===== config.mk =====
export PLATFORM = sky130hd
export DESIGN_NAME = scp_serial_config_port
export DESIGN_NICKNAME = d
export VERILOG_FILES = /design/src/hw/scp_sync2.v /design/src/hw/scp_serial_config_port.v
export VERILOG_INCLUDE_DIRS = /design/src /design/src/hw
export SDC_FILE = /design/constraint.sdc
export NUM_CORES = 1
export LEC_CHECK = 0
export ABC_CLOCK_PERIOD_IN_PS = 8000
export BUFFER_PORTS_ARGS = -buffer_cell sky130_fd_sc_hd__buf_4
export CAP_MARGIN = 20
export CORE_AREA = 5 5 137 139
export CTS_BUF_LIST = sky130_fd_sc_hd__clkbuf_2
export DETAILED_ROUTE_END_ITERATION = 10
export DIE_AREA = 0 0 142 144
export GPL_TIMING_DRIVEN = 0
export PLACE_DENSITY = 0.8
export SETUP_SLACK_MARGIN = 0.02
export SKIP_CTS_REPAIR_TIMING = 1
export SLEW_MARGIN = 30
export SYNTH_ARGS = -nofsm -noshare
export SYNTH_HDL_FRONTEND = slang
export SYNTH_SLANG_ARGS = --single-unit

===== constraint.sdc =====
create_clock -name core_clk_in -period 8 [get_ports core_clk_in]
set_clock_uncertainty 0.05 [all_clocks]
set_input_delay 0.8 -clock core_clk_in [delete_from_list [all_inputs] [get_ports core_clk_in]]
set_output_delay 0.8 -clock core_clk_in [all_outputs]
set_load 0.01 [all_outputs]

===== src/hw/scp_map.vh =====
`ifndef SCP_MAP_VH
`define SCP_MAP_VH
`define SCP_ADDR_W 15
`define SCP_DATA_W 8
`define SCP_HDR_BITS 5'd16
`define SCP_DIR_READ 1'b1
`define SCP_DIR_WRITE 1'b0
`define SCP_SYNC_REG_ADDR 15'h0015
`define SCP_SYNC_BIT 6
`define SCP_CLK_MHZ 125
`define SCP_PD_MIN_NS 200
`define SCP_PD_MIN_CYC ((`SCP_PD_MIN_NS * `SCP_CLK_MHZ + 999) / 1000)
`define SCP_STRAP_I2C 1'b0
`define SCP_SYNC_W 9
`endif


===== src/hw/scp_sync2.v =====
`timescale 1ns/100ps
`default_nettype none
module scp_sync2 #(
  parameter WIDTH = 1
) (
  input wire core_clk_in, // core clock
  input wire sys_rst_in, // async reset, high
  input wire [WIDTH-1:0] async_in, // pin levels
  output reg [WIDTH-1:0] sync_out // synchronised levels
);
  reg [WIDTH-1:0] meta_reg;

  always @(posedge core_clk_in or posedge sys_rst_in) begin
    if (sys_rst_in) begin
      meta_reg <= {WIDTH{1'b0}};
      sync_out <= {WIDTH{1'b0}};
    end else begin
      meta_reg <= async_in;
      sync_out <= meta_reg;
    end
  end
endmodule
`default_nettype wire


===== src/hw/scp_serial_config_port.v =====
`timescale 1ns/100ps
`default_nettype none
`include "scp_map.vh"
// Notes on behaviour
// - three_wire_disable low: data on shared pin
// - three_wire_disable high: readback on chosen gpio
// - spi mode: select pin also triggers counter
// - readback driver may be open drain
// - direction 0 writes, 1 reads
// - frame spans select low; dir first
// - write committed on last data bit
// - incomplete trailing bits are dropped
// - read bits change on falling clock
// - address increments per byte after header
// - i2c block reads and writes auto-increment
// - sync bit holds dividers, clear releases
// - power-down low disables the interface
// - power-down rising starts power-on sequence
// - straps latched at start-up
// - strap low selects i2c target
// - i2c address lsbs from select pin
// - same register map on both interfaces
module scp_serial_config_port (
  input wire core_clk_in, // 125 MHz core clock
  input wire sys_rst_in, // async reset, high
  input wire power_down_n_in, // power-down pin, low active
  input wire sck_in, // spi clock or i2c clock pin
  input wire select_or_addr_strap_pin_in, // spi select_n or i2c address pin
  input wire [1:0] addr_strap_level_in, // decoded address pin level
  input wire sdio_in, // data pin level
  input wire iface_strap_in, // interface strap pin
  input wire [1:0] rom_page_strap_in, // rom page strap pins
  input wire [4:0] nvm_addr_msb_in, // upper i2c address bits
  input wire three_wire_disable_in, // 1 selects 4-wire spi
  input wire [1:0] sdo_gpio_sel_in, // gpio used as readback
  input wire sdo_open_drain_in, // open-drain readback
  input wire [7:0] reg_rdata_in, // register read data
  output reg sdio_out, // data pin drive value
  output reg sdio_oe_out, // data pin enable
  output reg [3:0] gpio_sdo_out, // gpio readback values
  output reg [3:0] gpio_sdo_oe_out, // gpio readback enables
  output reg [14:0] reg_addr_out, // register address
  output reg [7:0] reg_wdata_out, // register write data
  output reg reg_wr_out, // write strobe pulse
  output reg reg_rd_out, // read strobe pulse
  output reg sync_hold_out, // holds output dividers
  output reg elapsed_time_counter_trig_out, // counter trigger pulse
  output reg por_start_out, // power-on sequence start pulse
  output reg device_down_out, // device powered down
  output reg i2c_mode_out, // latched interface mode
  output reg [1:0] rom_page_out, // latched rom page
  output reg [6:0] i2c_dev_addr_out // latched i2c address
);
  localparam I_IDLE = 3'd0;
  localparam I_ADDR = 3'd1;
  localparam I_ACK = 3'd2;
  localparam I_WR = 3'd3;
  localparam I_RD = 3'd4;
  localparam I_RACK = 3'd5;

  function [14:0] addr_inc;
    input [14:0] a;
    begin
      addr_inc = a + 15'h0001;
    end
  endfunction

  wire [8:0] sync_w;
  scp_sync2 #(.WIDTH(`SCP_SYNC_W)) u_sync (
    .core_clk_in(core_clk_in),
    .sys_rst_in(sys_rst_in),
    .async_in({power_down_n_in, sck_in, select_or_addr_strap_pin_in, sdio_in, iface_strap_in,
      rom_page_strap_in, addr_strap_level_in}),
    .sync_out(sync_w)
  );
  wire pd_n_s = sync_w[8];
  wire sck_s = sync_w[7];
  wire sel_s = sync_w[6];
  wire sda_s = sync_w[5];

  reg sck_d_reg, sel_d_reg, sda_d_reg;
  reg [7:0] pd_cnt_reg;
  reg [1:0] rd_pipe_reg;
  always @(posedge core_clk_in or posedge sys_rst_in) begin
    if (sys_rst_in) begin
      sck_d_reg <= 1'b1;
      sel_d_reg <= 1'b1;
      sda_d_reg <= 1'b1;
    end else begin
      sck_d_reg <= sck_s;
      sel_d_reg <= sel_s;
      sda_d_reg <= sda_s;
    end
  end
  wire sck_rise = sck_s & ~sck_d_reg;
  wire sck_fall = ~sck_s & sck_d_reg;
  wire i2c_start = sck_s & sck_d_reg & sda_d_reg & ~sda_s;
  wire i2c_stop = sck_s & sck_d_reg & ~sda_d_reg & sda_s;
  wire rdata_ok = rd_pipe_reg[1];

  // power-down filter, power-on start and straps
  always @(posedge core_clk_in or posedge sys_rst_in) begin
    if (sys_rst_in) begin
      pd_cnt_reg <= 8'h00;
      device_down_out <= 1'b1;
      por_start_out <= 1'b0;
      i2c_mode_out <= 1'b0;
      rom_page_out <= 2'h0;
      i2c_dev_addr_out <= 7'h00;
    end else begin
      por_start_out <= 1'b0;
      if (pd_n_s) begin
        pd_cnt_reg <= 8'h00;
        if (device_down_out) begin
          device_down_out <= 1'b0;
          por_start_out <= 1'b1;
          i2c_mode_out <= (sync_w[4] == `SCP_STRAP_I2C);
          rom_page_out <= sync_w[3:2];
          i2c_dev_addr_out <= {nvm_addr_msb_in, sync_w[1:0]};
        end
      end else if (!device_down_out) begin
        if (pd_cnt_reg == `SCP_PD_MIN_CYC - 1)
          device_down_out <= 1'b1;
        else
          pd_cnt_reg <= pd_cnt_reg + 8'h01;
      end
    end
  end

  wire spi_on = ~device_down_out & ~i2c_mode_out;
  wire i2c_on = ~device_down_out & i2c_mode_out;

  // spi engine
  reg [4:0] hdr_cnt_reg;
  reg [2:0] dbit_reg;
  reg dir_reg;
  reg [14:0] spi_addr_reg, spi_req_addr_reg;
  reg [7:0] spi_shift_reg, spi_tx_reg, spi_wdata_reg;
  reg spi_wr_reg, spi_rd_reg, sdo_bit_reg;
  wire spi_frame = spi_on & ~sel_s;
  wire spi_data = spi_frame & (hdr_cnt_reg == `SCP_HDR_BITS);
  always @(posedge core_clk_in or posedge sys_rst_in) begin
    if (sys_rst_in) begin
      hdr_cnt_reg <= 5'd0;
      dbit_reg <= 3'd0;
      dir_reg <= 1'b0;
      spi_addr_reg <= 15'h0000;
      spi_req_addr_reg <= 15'h0000;
      spi_shift_reg <= 8'h00;
      spi_tx_reg <= 8'h00;
      spi_wdata_reg <= 8'h00;
      spi_wr_reg <= 1'b0;
      spi_rd_reg <= 1'b0;
      sdo_bit_reg <= 1'b1;
    end else begin
      spi_wr_reg <= 1'b0;
      spi_rd_reg <= 1'b0;
      if (rdata_ok)
        spi_tx_reg <= reg_rdata_in;
      if (!spi_frame) begin
        hdr_cnt_reg <= 5'd0;
        dbit_reg <= 3'd0;
      end else if (sck_rise) begin
        if (hdr_cnt_reg != `SCP_HDR_BITS) begin
          hdr_cnt_reg <= hdr_cnt_reg + 5'd1;
          if (hdr_cnt_reg == 5'd0)
            dir_reg <= sda_s;
          else
            spi_addr_reg <= {spi_addr_reg[13:0], sda_s};
          if (hdr_cnt_reg == `SCP_HDR_BITS - 5'd1 && dir_reg == `SCP_DIR_READ) begin
            spi_rd_reg <= 1'b1;
            spi_req_addr_reg <= {spi_addr_reg[13:0], sda_s};
          end
        end else begin
          spi_shift_reg <= {spi_shift_reg[6:0], sda_s};
          dbit_reg <= dbit_reg + 3'd1;
          if (dbit_reg == 3'd7) begin
            spi_addr_reg <= addr_inc(spi_addr_reg);
            if (dir_reg == `SCP_DIR_WRITE) begin
              spi_wr_reg <= 1'b1;
              spi_wdata_reg <= {spi_shift_reg[6:0], sda_s};
              spi_req_addr_reg <= spi_addr_reg;
            end else begin
              spi_rd_reg <= 1'b1;
              spi_req_addr_reg <= addr_inc(spi_addr_reg);
            end
          end
        end
      end else if (sck_fall && spi_data && dir_reg == `SCP_DIR_READ) begin
        sdo_bit_reg <= spi_tx_reg[7];
        spi_tx_reg <= {spi_tx_reg[6:0], 1'b0};
      end
      if (!spi_data)
        sdo_bit_reg <= 1'b1;
    end
  end

  // i2c target engine
  reg [2:0] i_state_reg;
  reg [3:0] ibit_reg;
  reg [1:0] ibyte_reg;
  reg [7:0] ishift_reg, itx_reg, i_wdata_reg;
  reg irw_reg, sda_low_reg, i_wr_reg, i_rd_reg;
  reg [14:0] i_addr_reg, i_req_addr_reg;
  always @(posedge core_clk_in or posedge sys_rst_in) begin
    if (sys_rst_in) begin
      i_state_reg <= I_IDLE;
      ibit_reg <= 4'd0;
      ibyte_reg <= 2'd0;
      ishift_reg <= 8'h00;
      itx_reg <= 8'h00;
      i_wdata_reg <= 8'h00;
      irw_reg <= 1'b0;
      sda_low_reg <= 1'b0;
      i_wr_reg <= 1'b0;
      i_rd_reg <= 1'b0;
      i_addr_reg <= 15'h0000;
      i_req_addr_reg <= 15'h0000;
    end else begin
      i_wr_reg <= 1'b0;
      i_rd_reg <= 1'b0;
      if (rdata_ok)
        itx_reg <= reg_rdata_in;
      if (!i2c_on || i2c_stop) begin
        i_state_reg <= I_IDLE;
        sda_low_reg <= 1'b0;
      end else if (i2c_start) begin
        i_state_reg <= I_ADDR;
        ibit_reg <= 4'd0;
        ibyte_reg <= 2'd0;
        sda_low_reg <= 1'b0;
      end else begin
        case (i_state_reg)
          I_ADDR, I_WR: begin
            if (sck_rise && ibit_reg != 4'd8) begin
              ishift_reg <= {ishift_reg[6:0], sda_s};
              ibit_reg <= ibit_reg + 4'd1;
            end else if (sck_fall && ibit_reg == 4'd8) begin
              ibit_reg <= 4'd0;
              if (i_state_reg == I_ADDR) begin
                if (ishift_reg[7:1] == i2c_dev_addr_out) begin
                  sda_low_reg <= 1'b1;
                  irw_reg <= ishift_reg[0];
                  i_state_reg <= I_ACK;
                  if (ishift_reg[0]) begin
                    i_rd_reg <= 1'b1;
                    i_req_addr_reg <= i_addr_reg;
                  end
                end else
                  i_state_reg <= I_IDLE;
              end else begin
                sda_low_reg <= 1'b1;
                i_state_reg <= I_ACK;
                if (ibyte_reg == 2'd0) begin
                  i_addr_reg[14:8] <= ishift_reg[6:0];
                  ibyte_reg <= 2'd1;
                end else if (ibyte_reg == 2'd1) begin
                  i_addr_reg[7:0] <= ishift_reg;
                  ibyte_reg <= 2'd2;
                end else begin
                  i_wr_reg <= 1'b1;
                  i_wdata_reg <= ishift_reg;
                  i_req_addr_reg <= i_addr_reg;
                  i_addr_reg <= addr_inc(i_addr_reg);
                end
              end
            end
          end
          I_ACK: begin
            if (sck_fall) begin
              if (irw_reg) begin
                sda_low_reg <= ~itx_reg[7];
                itx_reg <= {itx_reg[6:0], 1'b0};
                i_state_reg <= I_RD;
              end else begin
                sda_low_reg <= 1'b0;
                i_state_reg <= I_WR;
              end
            end
          end
          I_RD: begin
            if (sck_fall) begin
              ibit_reg <= ibit_reg + 4'd1;
              if (ibit_reg == 4'd7) begin
                sda_low_reg <= 1'b0;
                ibit_reg <= 4'd0;
                i_state_reg <= I_RACK;
                i_addr_reg <= addr_inc(i_addr_reg);
                i_rd_reg <= 1'b1;
                i_req_addr_reg <= addr_inc(i_addr_reg);
              end else begin
                sda_low_reg <= ~itx_reg[7];
                itx_reg <= {itx_reg[6:0], 1'b0};
              end
            end
          end
          I_RACK: begin
            if (sck_rise && sda_s)
              i_state_reg <= I_IDLE;
            else if (sck_fall) begin
              sda_low_reg <= ~itx_reg[7];
              itx_reg <= {itx_reg[6:0], 1'b0};
              i_state_reg <= I_RD;
            end
          end
          default: i_state_reg <= I_IDLE;
        endcase
      end
    end
  end

  // register port, sync control, pins
  wire spi_drive = spi_data & (dir_reg == `SCP_DIR_READ);
  wire od_val = sdo_open_drain_in ? 1'b0 : sdo_bit_reg;
  wire od_oe = ~sdo_open_drain_in | ~sdo_bit_reg;
  always @(posedge core_clk_in or posedge sys_rst_in) begin
    if (sys_rst_in) begin
      reg_addr_out <= 15'h0000;
      reg_wdata_out <= 8'h00;
      reg_wr_out <= 1'b0;
      reg_rd_out <= 1'b0;
      rd_pipe_reg <= 2'b00;
      sync_hold_out <= 1'b0;
      elapsed_time_counter_trig_out <= 1'b0;
      sdio_out <= 1'b0;
      sdio_oe_out <= 1'b0;
      gpio_sdo_out <= 4'h0;
      gpio_sdo_oe_out <= 4'h0;
    end else begin
      reg_wr_out <= spi_wr_reg | i_wr_reg;
      reg_rd_out <= spi_rd_reg | i_rd_reg;
      rd_pipe_reg <= {rd_pipe_reg[0], spi_rd_reg | i_rd_reg};
      if (spi_wr_reg | spi_rd_reg)
        reg_addr_out <= spi_req_addr_reg;
      else if (i_wr_reg | i_rd_reg)
        reg_addr_out <= i_req_addr_reg;
      if (spi_wr_reg)
        reg_wdata_out <= spi_wdata_reg;
      else if (i_wr_reg)
        reg_wdata_out <= i_wdata_reg;
      if (spi_wr_reg && spi_req_addr_reg == `SCP_SYNC_REG_ADDR)
        sync_hold_out <= spi_wdata_reg[`SCP_SYNC_BIT];
      else if (i_wr_reg && i_req_addr_reg == `SCP_SYNC_REG_ADDR)
        sync_hold_out <= i_wdata_reg[`SCP_SYNC_BIT];
      elapsed_time_counter_trig_out <= spi_on & sel_s & ~sel_d_reg;
      gpio_sdo_out <= 4'h0;
      gpio_sdo_oe_out <= 4'h0;
      if (i2c_on) begin
        sdio_out <= 1'b0;
        sdio_oe_out <= sda_low_reg;
      end else if (spi_drive && !three_wire_disable_in) begin
        sdio_out <= od_val;
        sdio_oe_out <= od_oe;
      end else begin
        sdio_out <= 1'b0;
        sdio_oe_out <= 1'b0;
        if (spi_drive) begin
          gpio_sdo_out[sdo_gpio_sel_in] <= od_val;
          gpio_sdo_oe_out[sdo_gpio_sel_in] <= od_oe;
        end
      end
    end
  end
endmodule
`default_nettype wire


==> impl_metrics.yaml, run 1 <==
yosys:
  ys_top_cells_by_count: "dfrtp_1, nand2_1, nor2_1"
  synthesis.nets: 1021
  yosysWarnings: 0
  avgSynthCellArea_um2: 10.3
  yosysTopAreaCellShare: 0.508
  yosys_most_used_dff: "dfrtp_1"
  ys_ff_latch: 211
  synthDistinctLibCells: 76
  syn_inst: 982
  seq_area_frac_synth: 0.521
  synthArstFlopShare: 1.00
  yosysTopAreaCell: "dfrtp_1"
  synth_area_leaders: "dfrtp_1, mux2_2, mux2i_1"
  synth_edf_count: 0
  yosysMostFrequentCell: "dfrtp_1"
  syn_area_mm2: 0.0102
power:
  ir_drop_v: 0.000147
  power_density_mw_per_mm2: 170
  p_leak_nw: 5.35
  total_power_mw: 1.99
sta:
  drv_slew: 0
  relSlewSlack: 0.444
  fin_tns_setup_ns: 0
  worstMarginPinSlew_ns: 0.827
  min_period_ns: 2.65
  clock.fmax_mhz: 378
  hold_viol_final: 0
  setup_viol: 0
  fin_crit_sh: 0.331
  rsz0062_at_grt: "false"
  hold_slack_ns: 0.167
  fin_ws_ns: 5.35
clock_network:
  cts_max_path_buffers: 3
  cts_tree: "done"
  clock_latency_ns: 0.79
  clk_pin_slew_ns: 0.10
  htree_levels: 2
  cts_buffers: 51
  cts_sinks: 211
  clockRootBuffer: "clkbuf_2"
global_routing:
  antenna_found_initial: 1
  grtUsageTotal: 0.240
  grt_pass1_wl_mm: 40.0
  grt_overflow: 0
  grt_start_max_net_pins: 92
  grt_pass1_vias: 8010
worst_setup_path:
  r2r_slack_ns: 5.35
  start_kind: "register"
  crit_type: "reg -> reg"
  critPathMaxStageDelay_ns: 0.61
  crit_chain: "xor2_1, nor4_1, nand4_1, a21oi_4, buf_8, mux2_4"
  critical_path.endpoint_type: "register"
  slowest_stage: "nor4_1"
  worstPathArrival_ns: 3.26
  cp_data_required_time_ns: 8.61
  crit_fanout: 10
die:
  start_util: 0.579
  coreArea_mm2: 0.0175
  num_rows: 49
  ioPinCount: 77
  die-area_mm2: 0.0204
  die_x_um: 142
  die_h_um: 144
outcome:
  status: "finished clean"
cells_and_area:
  area_growth_pct: 14.9
  drive_gt1_frac: 0.222
  finalNetCount: 1162
  nFillCells: 1397
detailed_routing:
  ant_nets: 0
  wl_mm: 24.6
  vias_per_cell: 5.87
  dr.first_iter.drc_count: 602
  vias: 8161
  avgRoutedWirePerCell_um: 17.7
  dr.pass1.iters: 6
  drc_errors: 0
place:
  numPortBuffers: 76
  gp_congestion: 0.925
  place_ws_ns: 5.41
  place_hpwl_mm: 17.2
flow_run:
  cap_violations: 0
worst_hold_path:
  hold_class: "in -> reg"
-- cell families after synthesis --
kind of cell               synth area share
AOI/OAI and AO/OA                     0.129
xor gates and xnor gates             0.0328
adders and majority gates            0.0136
buffers and inverters                0.0314
DFF                                   0.521
muxes                                 0.109
and+or+nand+nor                       0.163
-- cells in the final DEF (no fill, tap or decap), drive strengths merged, types with 15 or more instances in the layout --
master and n:
nor3 23, xor2 21, a21oi 73, nor2 77, mux2 57, nand2 114, inv 20, xnor2 17
buf 96, clkinv 15, mux2i 43, nand4 15, dfrtp 206, o21ai 65, nand3 33, clkbuf 108
-- metrics by stage --
stage | instance area [µm²] | cells | util
4_1_cts | 11600 | 1379 | 0.659
6_report | 11700 | 1391 | 0.665
3_3_place_gp | 11000 | 1287 | 0.628
3_5_place_dp | 11100 | 1289 | 0.632
2_1_floorplan | 10200 | 982 | -
5_1_grt | 11700 | 1391 | 0.665
-- critical path, delay by kind of cell, from the launching register on --
family,cells,cell delay [ns]
flops,1,0.54
simple gates,2,0.88
mux,1,0.30
xor+xnor,1,0.22
compound gates,1,0.32
buf+inv,1,0.20
-- layer usage --
metal,track usage,share of wire,up-vias
met5,0,0,-
met1,0.332,0.43,3995
met3,0.0565,0.077,43
li1,-,-,3798
met2,0.379,0.47,325
met4,0.0788,0.022,0
-- path summary, 6_finish.rpt --
path,endpoint,startpoint,cells past startpoint
min in group asynchronous,u_sync.meta_reg[0]$_DFF_PP0_,sys_rst_in,3
worst max-delay path,i_req_addr_reg[7]$_DFFE_PP0P_,ishift_reg[2]$_DFFE_PP0P_,6
max in group asynchronous,sdio_out$_DFF_PP0_,sys_rst_in,5
worst min-delay path,gpio_sdo_out[1]$_DFF_PP0_,sdo_gpio_sel_in[1],2
worst max register to register,i_req_addr_reg[7]$_DFFE_PP0P_,ishift_reg[2]$_DFFE_PP0P_,6
worst min register to register,u_sync.sync_out[7]$_DFF_PP0_,u_sync.meta_reg[7]$_DFF_PP0_,0
-- where the power goes --
group | switching (mW) | internal, mW | total (mW)
Sequential | 0.0195 | 1.09 | 1.11
Combinational | 0.0975 | 0.0547 | 0.152
Clock | 0.421 | 0.309 | 0.730
-- final cells by class --
class | instances | area [µm²] | share of cell area
multi-input cells | 698 | 4550 | 0.390
plain buffers | 53 | 244 | 0.0209
clock buffers | 73 | 365 | 0.0313
clock inverters | 17 | 120 | 0.0103
well taps | 229 | 287 | 0.0246
diodes | 2 | 5.00 | 0.000429
inverters | 20 | 82.6 | 0.00708
repair buffers | 88 | 726 | 0.0622
flip-flops and latches | 211 | 5290 | 0.453
Power figures use the tool's default switching activity.
==> run 2: changes to the inputs <==
- ABC_CLOCK_PERIOD_IN_PS: 8000 -> 2300
- CORE_AREA: 5 5 137 139 -> 5 5 141 143
- DIE_AREA: 0 0 142 144 -> 0 0 146 148
- PLACE_DENSITY: 0.8 -> 0.79
- clock period: 8 -> 2.3 ns (I/O delays scaled with it)
==> impl_metrics.yaml, run 2 (synthesis results as in run 1) <==
worst_setup_path:
  crit_chain: "xor2_1, nor4_4, nand4_1, a21oi_4, buf_12, clkbuf_16, mux2_4"
  reg2reg_from: "ishift_reg[1]$_DFFE_PP0P_"
  critical_path.endpoint_type: "register"
  crit_fanout: 6
  worstPathArrival_ns: 2.88
  cp_data_required_time_ns: 2.93
  crit_type: "reg -> reg"
  slowest_stage: "dfrtp_2"
  crit_family: "simple AND/OR/NAND/NOR gates"
  critPathLaunch: "ishift_reg[1]$_DFFE_PP0P_"
  critPathMaxStageDelay_ns: 0.50
  critPathBufInv: 2
  start_kind: "register"
sta:
  worstMarginPinSlew_ns: 0.710
  min_period_ns: 2.24
  setup_viol: 0
  hold_slack_ns: 0.0604
  fin_crit_sh: 0.975
  relSlewSlack: 0.526
  clock.fmax_mhz: 446
  fin_tns_setup_ns: 0
  hold_viol_final: 0
  fin_ws_ns: 0.0572
  drv_slew: 0
  rsz0062_at_grt: "true"
detailed_routing:
  vias_per_cell: 5.77
  wl_mm: 25.0
  dr.pass1.iters: 5
  drc_errors: 0
  ant_nets: 0
  avgRoutedWirePerCell_um: 17.4
  vias: 8296
  dr.first_iter.drc_count: 661
clock_network:
  cts_tree: "done"
  clockRootBuffer: "clkbuf_2"
  clk_pin_slew_ns: 0.10
  htree_levels: 2
  cts_sinks: 211
  clock_latency_ns: 0.84
  cts_buffers: 51
  cts_max_path_buffers: 3
power:
  p_switching_mw: 1.89
  p_leak_nw: 5.59
  p_int_mw: 5.13
  ir_drop_v: 0.000414
  power_density_mw_per_mm2: 573
  power_frac_seq: 0.548
  clkPwrFrac: 0.368
  total_power_mw: 7.02
  switching_share: 0.269
  combPwrFrac: 0.085
cells_and_area:
  multi_input_comb_area_mm2: 0.00462
  regArea_mm2: 0.00529
  finalNetCount: 1205
  fin_cells: 1437
  nFillCells: 1419
  final_area_mm2: 0.0123
  drive_gt1_frac: 0.251
  final_cell_mix: "dfrtp_1, nand2_1, buf_4"
  fin_util: 0.664
  layout_commonest_cell: "dfrtp_1"
  area_growth_pct: 20.8
global_routing:
  grt_pass1_vias: 8062
  grt_pass1_wl_mm: 40.1
  grt_overflow: 0
  antenna_found_initial: 1
  grt_start_max_net_pins: 31
  grtUsageTotal: 0.223
die:
  die_h_um: 148
  start_util: 0.550
  die_x_um: 146
  num_rows: 50
  coreArea_mm2: 0.0185
  die-area_mm2: 0.0216
  ioPinCount: 77
place:
  numPortBuffers: 76
  place_hpwl_mm: 17.1
  place_area_mm2: 0.0112
  place_inst: 1300
  place_ws_ns: -0.242
  gp_congestion: 0.951
worst_hold_path:
  hold_class: "in -> reg"
  worstHoldStart: "power_down_n_in"
outcome:
  status: "finished clean"
flow_run:
  cap_violations: 0
run 2: cell types whose count changed in the layout (fill, tap and decap cells not counted), moves of 5 or more:
cell,delta
dlygate4sd3_1,+25
buf_4,+13
buf_12,+7
clkbuf_2,+7
clkbuf_1,-5
dfrtp_1,-5
dfrtp_2,+5
run 2: final timing paths:
kind,endpoint,slack (ns),cells past startpoint
setup reg to reg,i_req_addr_reg[1]$_DFFE_PP0P_,0.06,7
max in group asynchronous,reg_addr_out[11]$_DFFE_PP0P_,0.51,9
hold / removal,u_sync.meta_reg[8]$_DFF_PP0_,0.06,2
hold reg to reg,u_sync.sync_out[0]$_DFF_PP0_,0.30,0
min in group asynchronous,pd_cnt_reg[0]$_DFFE_PP0P_,0.46,4
setup / recovery,i_req_addr_reg[1]$_DFFE_PP0P_,0.06,7
run 2: routing by layer:
metal	vias to the layer above	wire length (µm)	GRT usage
li1	3895	-	-
met2	321	11900	0.358
met1	4028	10800	0.305
met5	-	0	0
met4	0	503	0.0663
met3	52	1830	0.0524
run 2: final cells by class:
type / count / area share
Multi-Input combinational cell: 698 / 0.377
Clock buffer: 77 / 0.0314
Timing Repair Buffer: 131 / 0.0992
Inverter: 20 / 0.00643
Clock inverter: 12 / 0.00837
Antenna cell: 1 / 0.000204
Sequential cell: 211 / 0.432
Tap cell: 234 / 0.0239
Buffer: 53 / 0.0216
run 2: power by group through the flow:
stage	combinational, mW	clock [mW]	sequential (mW)
finish	0.596	2.58	3.84
global route	0.658	2.86	3.86
CTS	0.539	2.65	3.84
detailed placement	0.539	0	3.92
global placement	0.483	0	3.92
floorplan	0.348	0	3.90
